===== config.mk =====
export PLATFORM = sky130hd
export DESIGN_NAME = kwi_top
export DESIGN_NICKNAME = d
export VERILOG_FILES = /design/src/shared/kwi_pkg.sv /design/src/shared/kwi_det_if.sv /design/src/kwi_detect.sv /design/src/kwi_top.sv
export SDC_FILE = /design/constraint.sdc
export NUM_CORES = 1
export LEC_CHECK = 0
export BUFFER_PORTS_ARGS = -buffer_cell sky130_fd_sc_hd__buf_2
export CAP_MARGIN = 40
export CORE_ASPECT_RATIO = 0.6
export CORE_UTILIZATION = 47
export CTS_CLUSTER_SIZE = 40
export DETAILED_ROUTE_END_ITERATION = 10
export GPL_ROUTABILITY_DRIVEN = 0
export PLACE_DENSITY_LB_ADDON = 0.3
export SLEW_MARGIN = 20
export SYNTH_ARGS = -nofsm -noshare
export SYNTH_HDL_FRONTEND = slang
export SYNTH_HIERARCHICAL = 1
export SYNTH_SLANG_ARGS = --single-unit
export TNS_END_PERCENT = 50

===== constraint.sdc =====
create_clock -name pclk -period 2.42 [get_ports pclk]
set_input_delay 0.242 -clock pclk [delete_from_list [all_inputs] [get_ports pclk]]
set_output_delay 0.242 -clock pclk [all_outputs]
set_load 0.02 [all_outputs]

===== src/shared/kwi_pkg.sv =====
package kwi_pkg;

  // Pin count and data widths
  localparam int KWI_PINS = 8;
  localparam int KWI_REG_W = 8;
  localparam int KWI_APB_AW = 16;
  localparam int KWI_APB_DW = 32;

  // Register indices; byte address is four times the index
  localparam logic [KWI_APB_AW-1:0] KWI_IDX_STATUS = 16'h001A;
  localparam logic [KWI_APB_AW-1:0] KWI_IDX_ENABLE = 16'h001B;
  localparam logic [KWI_APB_AW-1:0] KWI_IDX_POLARITY = 16'h0448;

  // Status/control field positions
  localparam int KWI_BIT_MODE = 0;
  localparam int KWI_BIT_MASK = 1;
  localparam int KWI_BIT_ACK = 2;
  localparam int KWI_BIT_FLAG = 3;

  // Reset values
  localparam logic [KWI_REG_W-1:0] KWI_RST_STATUS = 8'h00;
  localparam logic [KWI_REG_W-1:0] KWI_RST_ENABLE = 8'h00;
  localparam logic [KWI_REG_W-1:0] KWI_RST_POLARITY = 8'h00;

  // Keyboard vector location, high byte then low byte
  localparam logic [15:0] KWI_VECTOR_HI = 16'hFFE0;
  localparam logic [15:0] KWI_VECTOR_LO = 16'hFFE1;

endpackage


===== src/shared/kwi_det_if.sv =====
`timescale 1ns/1ps
// Carrier between the register block and the pin detector
interface kwi_det_if #(
  parameter int PINS = 8
);
  logic [PINS-1:0] watch_en;
  logic [PINS-1:0] sense_pol;
  logic [PINS-1:0] pin_level;
  logic [PINS-1:0] pin_asserted;
  logic level_any;
  logic edge_hit;

  modport ctl (
    output watch_en,
    output sense_pol,
    input pin_level,
    input pin_asserted,
    input level_any,
    input edge_hit
  );

  modport det (
    input watch_en,
    input sense_pol,
    output pin_level,
    output pin_asserted,
    output level_any,
    output edge_hit
  );
endinterface


===== src/kwi_detect.sv =====
`timescale 1ns/1ps
// Samples the eight pins and finds qualifying edges and held levels
module kwi_detect
  import kwi_pkg::*;
#(
  parameter int PINS = KWI_PINS
) (
  input wire logic pclk,
  input wire logic presetn,
  input wire logic [PINS-1:0] pins_async,
  kwi_det_if.det det
);

  typedef struct packed {
    logic [PINS-1:0] meta;
    logic [PINS-1:0] sync;
    logic [PINS-1:0] prev;
  } kwi_det_state_t;

  kwi_det_state_t st_r;
  kwi_det_state_t st_nxt;
  logic [PINS-1:0] asserted_now;
  logic [PINS-1:0] asserted_prev;
  logic [PINS-1:0] new_edge;

  // Fill the next state: two-stage synchroniser, then one bus-cycle history
  always_comb begin
    st_nxt = st_r;
    st_nxt.meta = pins_async;
    st_nxt.sync = st_r.meta;
    st_nxt.prev = st_r.sync;
  end

  always_ff @(posedge pclk or negedge presetn) begin
    if (!presetn) begin
      st_r <= '0;
    end else begin
      st_r <= st_nxt;
    end
  end

  // Asserted level per pin; polarity zero means low is asserted
  assign asserted_now = det.watch_en & ~(st_r.sync ^ det.sense_pol);
  assign asserted_prev = det.watch_en & ~(st_r.prev ^ det.sense_pol);
  // Deasserted in one bus cycle, asserted in the next
  assign new_edge = asserted_now & ~asserted_prev;

  assign det.pin_level = st_r.sync;
  assign det.pin_asserted = asserted_now;
  assign det.level_any = |asserted_now;
  // An edge counts only if no other enabled pin is already held asserted
  assign det.edge_hit = (|new_edge) && !(|(asserted_now & ~new_edge));

endmodule


===== src/kwi_top.sv =====
// Operation
// - Edge mode ignores edge while another pin held
// - Level mode keeps request while pin asserted
// - Level mode clears after acknowledge and release
// - Vector fetch acknowledges like software acknowledge
// - Unmasked request presents vector FFE0/FFE1
// - Acknowledge bit write-one clears, reads zero
// - Edge after acknowledge latches new request
// - Edge mode acknowledge clears request at once
// - Reset clears request and sense mode
// - Pending flag readable, unaffected by mask
// - Enabled pin forced to input direction
// - Block bit one stops request reaching CPU
// - Sense select one: edge plus level
// - Eight enable bits include or exclude pins
// - Polarity one rising/high, zero falling/low
// - Polarity picks pullup zero, pulldown one
// - Break blocks acknowledge unless clear allowed
// - Detection and wakeup in wait and stop
// - Upper status bits read zero
// - Edge is deasserted sample then asserted
// - Eight pins share one request latch
//
// Implementation choice: the APB interface to the registers.
`timescale 1ns/1ps
module kwi_top
  import kwi_pkg::*;
#(
  parameter int PINS = KWI_PINS
) (
  input wire logic pclk,
  input wire logic presetn,
  input wire logic psel,
  input wire logic penable,
  input wire logic pwrite,
  input wire logic [KWI_APB_AW-1:0] paddr,
  input wire logic [KWI_APB_DW-1:0] pwdata,
  output logic [KWI_APB_DW-1:0] prdata,
  output logic pready,
  output logic pslverr,
  input wire logic [PINS-1:0] watched_port_pin,
  input wire logic [PINS-1:0] port_direction_bits,
  output logic [PINS-1:0] pin_drive_enable,
  output logic [PINS-1:0] pin_read_data,
  output logic [PINS-1:0] pad_pullup_en,
  output logic [PINS-1:0] pad_pulldown_en,
  input wire logic vector_fetch,
  input wire logic break_active,
  input wire logic break_clear_allow,
  output logic key_irq,
  output logic key_wakeup,
  output logic [15:0] vector_addr_hi,
  output logic [15:0] vector_addr_lo
);

  // Whole module state in one record
  typedef struct packed {
    logic pending;
    logic ack_seen;
    logic block;
    logic sense_sel;
    logic [PINS-1:0] enable;
    logic [PINS-1:0] polarity;
    logic [PINS-1:0] read_pins;
    logic [KWI_APB_DW-1:0] rdata;
    logic irq;
  } kwi_top_state_t;

  kwi_top_state_t st_r;
  kwi_top_state_t st_nxt;

  kwi_det_if #(.PINS(PINS)) det_bus ();

  logic setup_phase;
  logic access_phase;
  logic hit_status;
  logic hit_enable;
  logic hit_polarity;
  logic hit_any;
  logic wr_status;
  logic sw_ack;
  logic ack_now;
  logic [KWI_REG_W-1:0] status_view;

  // Address decode, word aligned; used for three registers
  function automatic logic reg_hit(input logic [KWI_APB_AW-1:0] addr,
                                   input logic [KWI_APB_AW-1:0] idx);
    logic [KWI_APB_AW-1:0] byte_addr;
    byte_addr = {idx[KWI_APB_AW-3:0], 2'b00};
    reg_hit = (addr == byte_addr);
  endfunction

  kwi_detect #(
    .PINS(PINS)
  ) u_detect (
    .pclk(pclk),
    .presetn(presetn),
    .pins_async(watched_port_pin),
    .det(det_bus.det)
  );

  // Detector runs from the live register contents at all times
  assign det_bus.watch_en = st_r.enable;
  assign det_bus.sense_pol = st_r.polarity;

  // Bus phases
  assign setup_phase = psel && !penable;
  assign access_phase = psel && penable;

  // Register selection
  assign hit_status = reg_hit(paddr, KWI_IDX_STATUS);
  assign hit_enable = reg_hit(paddr, KWI_IDX_ENABLE);
  assign hit_polarity = reg_hit(paddr, KWI_IDX_POLARITY);
  assign hit_any = hit_status || hit_enable || hit_polarity;

  // A write lands on the access edge; slave is always ready
  assign wr_status = access_phase && pwrite && hit_status;
  // Acknowledge during break only counts when the break clear is allowed
  assign sw_ack = wr_status && pwdata[KWI_BIT_ACK] && (!break_active || break_clear_allow);
  // Vector fetch is the hardware acknowledge
  assign ack_now = sw_ack || vector_fetch;

  // Status view: flag, mask, mode; acknowledge and top nibble read zero
  always_comb begin
    status_view = KWI_RST_STATUS;
    status_view[KWI_BIT_FLAG] = st_r.pending;
    status_view[KWI_BIT_ACK] = 1'b0;
    status_view[KWI_BIT_MASK] = st_r.block;
    status_view[KWI_BIT_MODE] = st_r.sense_sel;
  end

  // Next-state logic
  always_comb begin
    st_nxt = st_r;

    // Register writes
    if (access_phase && pwrite) begin
      if (hit_status) begin
        st_nxt.block = pwdata[KWI_BIT_MASK];
        st_nxt.sense_sel = pwdata[KWI_BIT_MODE];
      end
      if (hit_enable) begin
        st_nxt.enable = pwdata[PINS-1:0];
      end
      if (hit_polarity) begin
        st_nxt.polarity = pwdata[PINS-1:0];
      end
    end

    // Request latch; a set in the same cycle as a clear wins
    if (st_r.sense_sel) begin
      // Edge plus level: a held pin keeps it set; clear needs ack and release
      if (det_bus.level_any) begin
        st_nxt.pending = 1'b1;
        if (st_r.pending && ack_now) begin
          st_nxt.ack_seen = 1'b1;
        end
      end else if (st_r.pending && (ack_now || st_r.ack_seen)) begin
        st_nxt.pending = 1'b0;
        st_nxt.ack_seen = 1'b0;
      end
    end else begin
      // Edge only: acknowledge clears regardless of pin levels
      st_nxt.ack_seen = 1'b0;
      if (det_bus.edge_hit) begin
        st_nxt.pending = 1'b1;
      end else if (ack_now) begin
        st_nxt.pending = 1'b0;
      end
    end

    // Read data captured in the setup cycle, presented in the access cycle
    if (setup_phase) begin
      st_nxt.rdata = '0;
      if (hit_status) begin
        st_nxt.rdata[KWI_REG_W-1:0] = status_view;
      end else if (hit_enable) begin
        st_nxt.rdata[PINS-1:0] = st_r.enable;
      end else if (hit_polarity) begin
        st_nxt.rdata[PINS-1:0] = st_r.polarity;
      end
    end

    // Pin readback only where direction bit is zero
    st_nxt.read_pins = det_bus.pin_level & ~port_direction_bits;

    // Request to the CPU; the block bit gates it, the flag is untouched
    st_nxt.irq = st_nxt.pending && !st_nxt.block;
  end

  // State register; reset clears request, mode, mask and all pin bits
  always_ff @(posedge pclk or negedge presetn) begin
    if (!presetn) begin
      st_r.pending <= 1'b0;
      st_r.ack_seen <= 1'b0;
      st_r.block <= KWI_RST_STATUS[KWI_BIT_MASK];
      st_r.sense_sel <= KWI_RST_STATUS[KWI_BIT_MODE];
      st_r.enable <= KWI_RST_ENABLE[PINS-1:0];
      st_r.polarity <= KWI_RST_POLARITY[PINS-1:0];
      st_r.read_pins <= '0;
      st_r.rdata <= '0;
      st_r.irq <= 1'b0;
    end else begin
      st_r <= st_nxt;
    end
  end

  // Bus answer: zero wait states, error on unmapped addresses
  assign pready = 1'b1;
  assign pslverr = access_phase && !hit_any;
  assign prdata = st_r.rdata;

  // CPU request and wakeup; the unit never stops in wait or stop
  assign key_irq = st_r.irq;
  assign key_wakeup = st_r.irq;
  // Vector location handed to the CPU with the request
  assign vector_addr_hi = KWI_VECTOR_HI;
  assign vector_addr_lo = KWI_VECTOR_LO;

  // Enabled pins cannot be driven, whatever the direction bits say
  assign pin_drive_enable = port_direction_bits & ~st_r.enable;
  assign pin_read_data = st_r.read_pins;

  // Bias follows polarity on enabled pins only
  assign pad_pullup_en = st_r.enable & ~st_r.polarity;
  assign pad_pulldown_en = st_r.enable & st_r.polarity;

endmodule


* Word level (Yosys, flattened, before mapping)
Index checks and enable logic that the tools add are counted.
W data, S select, Z words.
** Word-level totals
- Flip-flop bits (word level) :: 61
- Input port bits :: 72
- Output and inout port bits :: 100
- Word-level logic and storage cells :: 75
** Cells by class
- Eq/ne operators :: 5
- Multiplexer cells :: 13
- Bitwise gates (word level) :: 17
- Reductions and logical operators :: 28
** Operator list (number)
- $and A8 B8 Y8 :: 8
- $not A8 Y8 :: 7
- $mux W8 :: 5
- $eq A16 B7 Y1 const B :: 2
- $reduce_or A8 Y1 :: 3
- $mux W18 :: 1
- $eq A16 B13 Y1 const B :: 1
- $xor A8 B8 Y8 :: 2
- $logic_and A1 B1 Y1 :: 11
- $mux W2 :: 4
- $reduce_and A2 Y1 :: 4
- $logic_not A1 Y1 :: 5
- $logic_or A1 B1 Y1 :: 5
- $mux W1 :: 3
- $ne A3 B1 Y1 const B :: 1
- $ne A3 B2 Y1 const B :: 1

* Depth between registers and ports, before layout
- Depth in word-level cells :: 13
- Gate-level depth with buffers :: 9
- Depth with buffers taken out :: 9

* By module
Netlist, hierarchy kept.
** By module, submodules not included
- kwi_top :: times used 1, cells an instance 241, area each 2422.3 um^2, seq. area each 925.9 um^2
- kwi_detect :: times used 1, cells an instance 103, area each 1089.8 um^2, seq. area each 600.6 um^2

* Least setup slack after synthesis
OpenSTA, ideal clock, no wires.
- Kind :: reg2reg
- Start point :: register st_r (netlist bit det_bus.sense_pol[3])
- End point :: register st_r[60] in the netlist's numbering
- Library setup time :: 0.119 ns
- Arrival time :: 1.784 ns
- Data required time :: 2.301 ns
- Setup slack :: 0.516 ns
- Cell stages (with the launch flop) :: 9
- Buffers on the path :: 0
- Period minus slack after synthesis :: 1.904 ns
- Cell sequence :: dfrtp_1 or2_1 or3b_1 o2111ai_1 nor3_1 and4_1 a211oi_1 a21o_1 o21ba_2
** RTL lines
- from (decl) :: RTL line kwi_top.sv:69 : kwi_top_state_t st_r;
- from (signal assigned) :: RTL line kwi_top.sv:204 : st_r <= st_nxt;

==> run metrics <==
Worst R2R Start=det_bus.watch_en[5]$_DFFE_PN0P_; Ys Warns=6; total gr overflow=0; Buf/Inv on CP=0; Power Density=669.9 nW/um^2; gr usage total=0.1979; Clk pwr share=0.494; sequential-to-total area share from yosys stat=0.4346; TritonCTS clock tree=done; startpoint types=flip-flop; Worst Reg2Reg Path Length in Cells=8; clock transition at the registers of the reported paths=0.05 ns; Initial Util=0.5064; Crit path max-delay family=compound AO/OA/AOI/OAI gates; Num CTS Buffers=9; post-route insts no fill=520; relative slew slack=0.5720; mean routed wirelength per cell=14.19 um; largest area contributor in the netlist=dfrtp_1; LEAKAGE=0.002049 uW; capture point of the worst reg-to-reg path=st_r[60]$_DFF_PN0_; Area growth syn-to-layout=13.61%; Hold WC Path Type=in2reg; max-slew violation count=0; clock skew=0.007084 ns; Worst path depth=8; HP Start=watched_port_pin[7]; FMAX=446.4 MHz; crit path DAT=2.46 ns; fin area=3990 um^2; worst slew pin tran=0.6421 ns; worst path cell trace=or2b_2, o22ai_1, a2111oi_0, nand4_1, and4_1, a211oi_1, a21o_1, o21ba_2; DIE AREA=7834 um^2; vias in the first global route=2187; Post-synth EDFFs=0; diode count=0; Post-DP Area=3652 um^2; largest net degree at the start of global routing=35; I/O Buffers=90; Largest stage delay, worst path=0.48 ns; Final setup viols=0; Switch Pwr=641.9 uW; worst-skew pair later-pin latency=0.33 ns; Synth cell types=52; Worst EP required=2.64 ns; H-tree depth=3; Period minus WS final=2.240 ns; Area contributors post-synth=dfrtp_1 43%, buf_4 18%, nor2b_1 4.5%; clock sinks=61; post-layout util=0.5753; most instantiated cells after synthesis=83 x buf_4, 61 x dfrtp_1, 25 x nor2b_1; most common cell in the netlist=buf_4; Vias=2486; Post-Syn Area per Cell=10.21 um^2; Die X=113.6 um; number of synthesized register bits=61; Sw Ratio=0.2401; root buf cell=clkbuf_16; Nets=487; dominant synthesized flop cell=dfrtp_1; Cell Rows=23; asr flop ratio synth=1.000; Core Area=6935 um^2; first-pass GRT wire length=11.20 mm; Detailed Route Iter0 Violations=128; clk buf depth=2; cell-internal power=2031 uW; slowest stage cell, crit path=a2111oi_0; Reg2Reg Setup Slack=0.18 ns; Final Cycle Share=0.9257; post-synthesis instance area=3512 um^2; Cells after DPL=502; Worst VDD drop=0.0002957 V; critical-path maximum fanout=8; Worst setup EP type=flip-flop; worst hold stages=1; power share of the combinational group=0.101; Final Hold Fails=0; First-pass DRT Iterations=5; antenna violations before repair=0; DRC=0; HPWL after detailed placement=5.540 mm; final WL=7.381 mm; post_cts resized=0; Max Cap Viol=0; remaining antenna violation count=0; part of the power in registers=0.404; via density per instance=4.781; Chip Height=68.96 um; IO Count=172; cell count after synthesis=344; Yosys top cell area share=0.4346; setup total negative slack=0 ns; status=completed; share of cells above drive strength 1=0.3333; CP Class=reg2reg; Hold EP=u_detect/st_nxt[15]$_DFF_PN0_; RSZ-0062 raised after global routing=no
-- power by group through the flow --
stage	clock (uW)	combinational (uW)	sequential, uW
6_report	1320	271	1080
5_1_grt	1400	298	1090
4_1_cts	1350	266	1080
3_5_place_dp	0	266	1100
3_3_place_gp	0	262	1100
2_1_floorplan	0	263	1090
-- per-layer routing --
metal / share of wire / track usage / vias to the layer above
li1: - / - / 1181
met1: 0.46 / 0.2734 / 1183
met2: 0.44 / 0.2912 / 114
met3: 0.094 / 0.07168 / 8
met4: 0.0064 / 0.05757 / 0
met5: 0 / 0 / -
-- through the flow --
| stage | worst slack (ns) | hold slack, ns | power (uW) |
|---|---|---|---|
| after floorplan | 0.5164 | -0.05359 | 1354 |
| after global placement | 0.2637 | 0.3321 | 1357 |
| after detailed placement | 0.2418 | 0.3347 | 1363 |
| after CTS | 0.2272 | 0.002676 | 2695 |
| after global routing | 0.06008 | 0.005822 | 2783 |
| final | 0.1798 | 0.01499 | 2673 |
-- state kept, by name (all words and copies together), names as in the netlist --
register and cells:
det_bus.sense_pol 8, det_bus.watch_en 8, key_irq 1, pin_read_data 8
prdata 8, st_r 4, u_detect/det.pin_level 8, u_detect/st_nxt 8
u_detect/st_r 8
-- worst max path at each step --
stage                                                 from                 end  slack [ns]
after global routing      det_bus.sense_pol[3]$_DFFE_PN0P_  st_r[60]$_DFF_PN0_        0.06
after CTS                  det_bus.watch_en[5]$_DFFE_PN0P_  st_r[60]$_DFF_PN0_        0.23
after global placement     det_bus.watch_en[5]$_DFFE_PN0P_  st_r[60]$_DFF_PN0_        0.26
final                      det_bus.watch_en[5]$_DFFE_PN0P_  st_r[60]$_DFF_PN0_        0.18
after detailed placement   det_bus.watch_en[5]$_DFFE_PN0P_  st_r[60]$_DFF_PN0_        0.24
after floorplan           det_bus.sense_pol[3]$_DFFE_PN0P_  st_r[60]$_DFF_PN0_        0.52
-- timing repair --
item / 4_1_cts / 5_1_grt
hold endpoints to repair: 0 / 32
setup buffers: 0 / 0
hold buffers: 0 / 1
-- placed cells by master (no fill, tap or decap), drive strengths merged, types with 4 or more instances in the layout --
| cell type | Yosys | layout |
|---|---|---|
| a21boi | 7 | 7 |
| a21oi | 16 | 16 |
| a22o | 6 | 6 |
| and2 | 9 | 9 |
| buf | 86 | 93 |
| clkbuf | 3 | 11 |
| conb | 2 | 57 |
| dfrtp | 61 | 61 |
| mux2 | 18 | 18 |
| nand2 | 17 | 17 |
| nand2b | 7 | 7 |
| nand3 | 9 | 9 |
| nand4 | 5 | 5 |
| nor2 | 16 | 16 |
| nor2b | 25 | 25 |
| nor3 | 4 | 4 |
| nor4 | 4 | 4 |
| o21ai | 4 | 4 |
| or2 | 7 | 7 |
-- layout make-up --
cell class,instances,area (um^2)
multi-input cells,246,1524
well taps,100,125.1
inverters,3,11.26
flip-flops and latches,61,1526
repair buffers,94,495.5
clock inverters,5,75.07
fillers,630,2945
clock buffers,11,232.7
-- cells by family after synthesis --
| group | share of synthesized area |
|---|---|
| AND/OR/NAND/NOR | 0.2063 |
| buffers and inverters | 0.1902 |
| flip-flops | 0.4346 |
| AO/OA/AOI/OAI | 0.08942 |
| multiplexers | 0.07482 |
| other | 0.002138 |
| XOR/XNOR | 0.002494 |
Power figures use the tool's default switching activity.
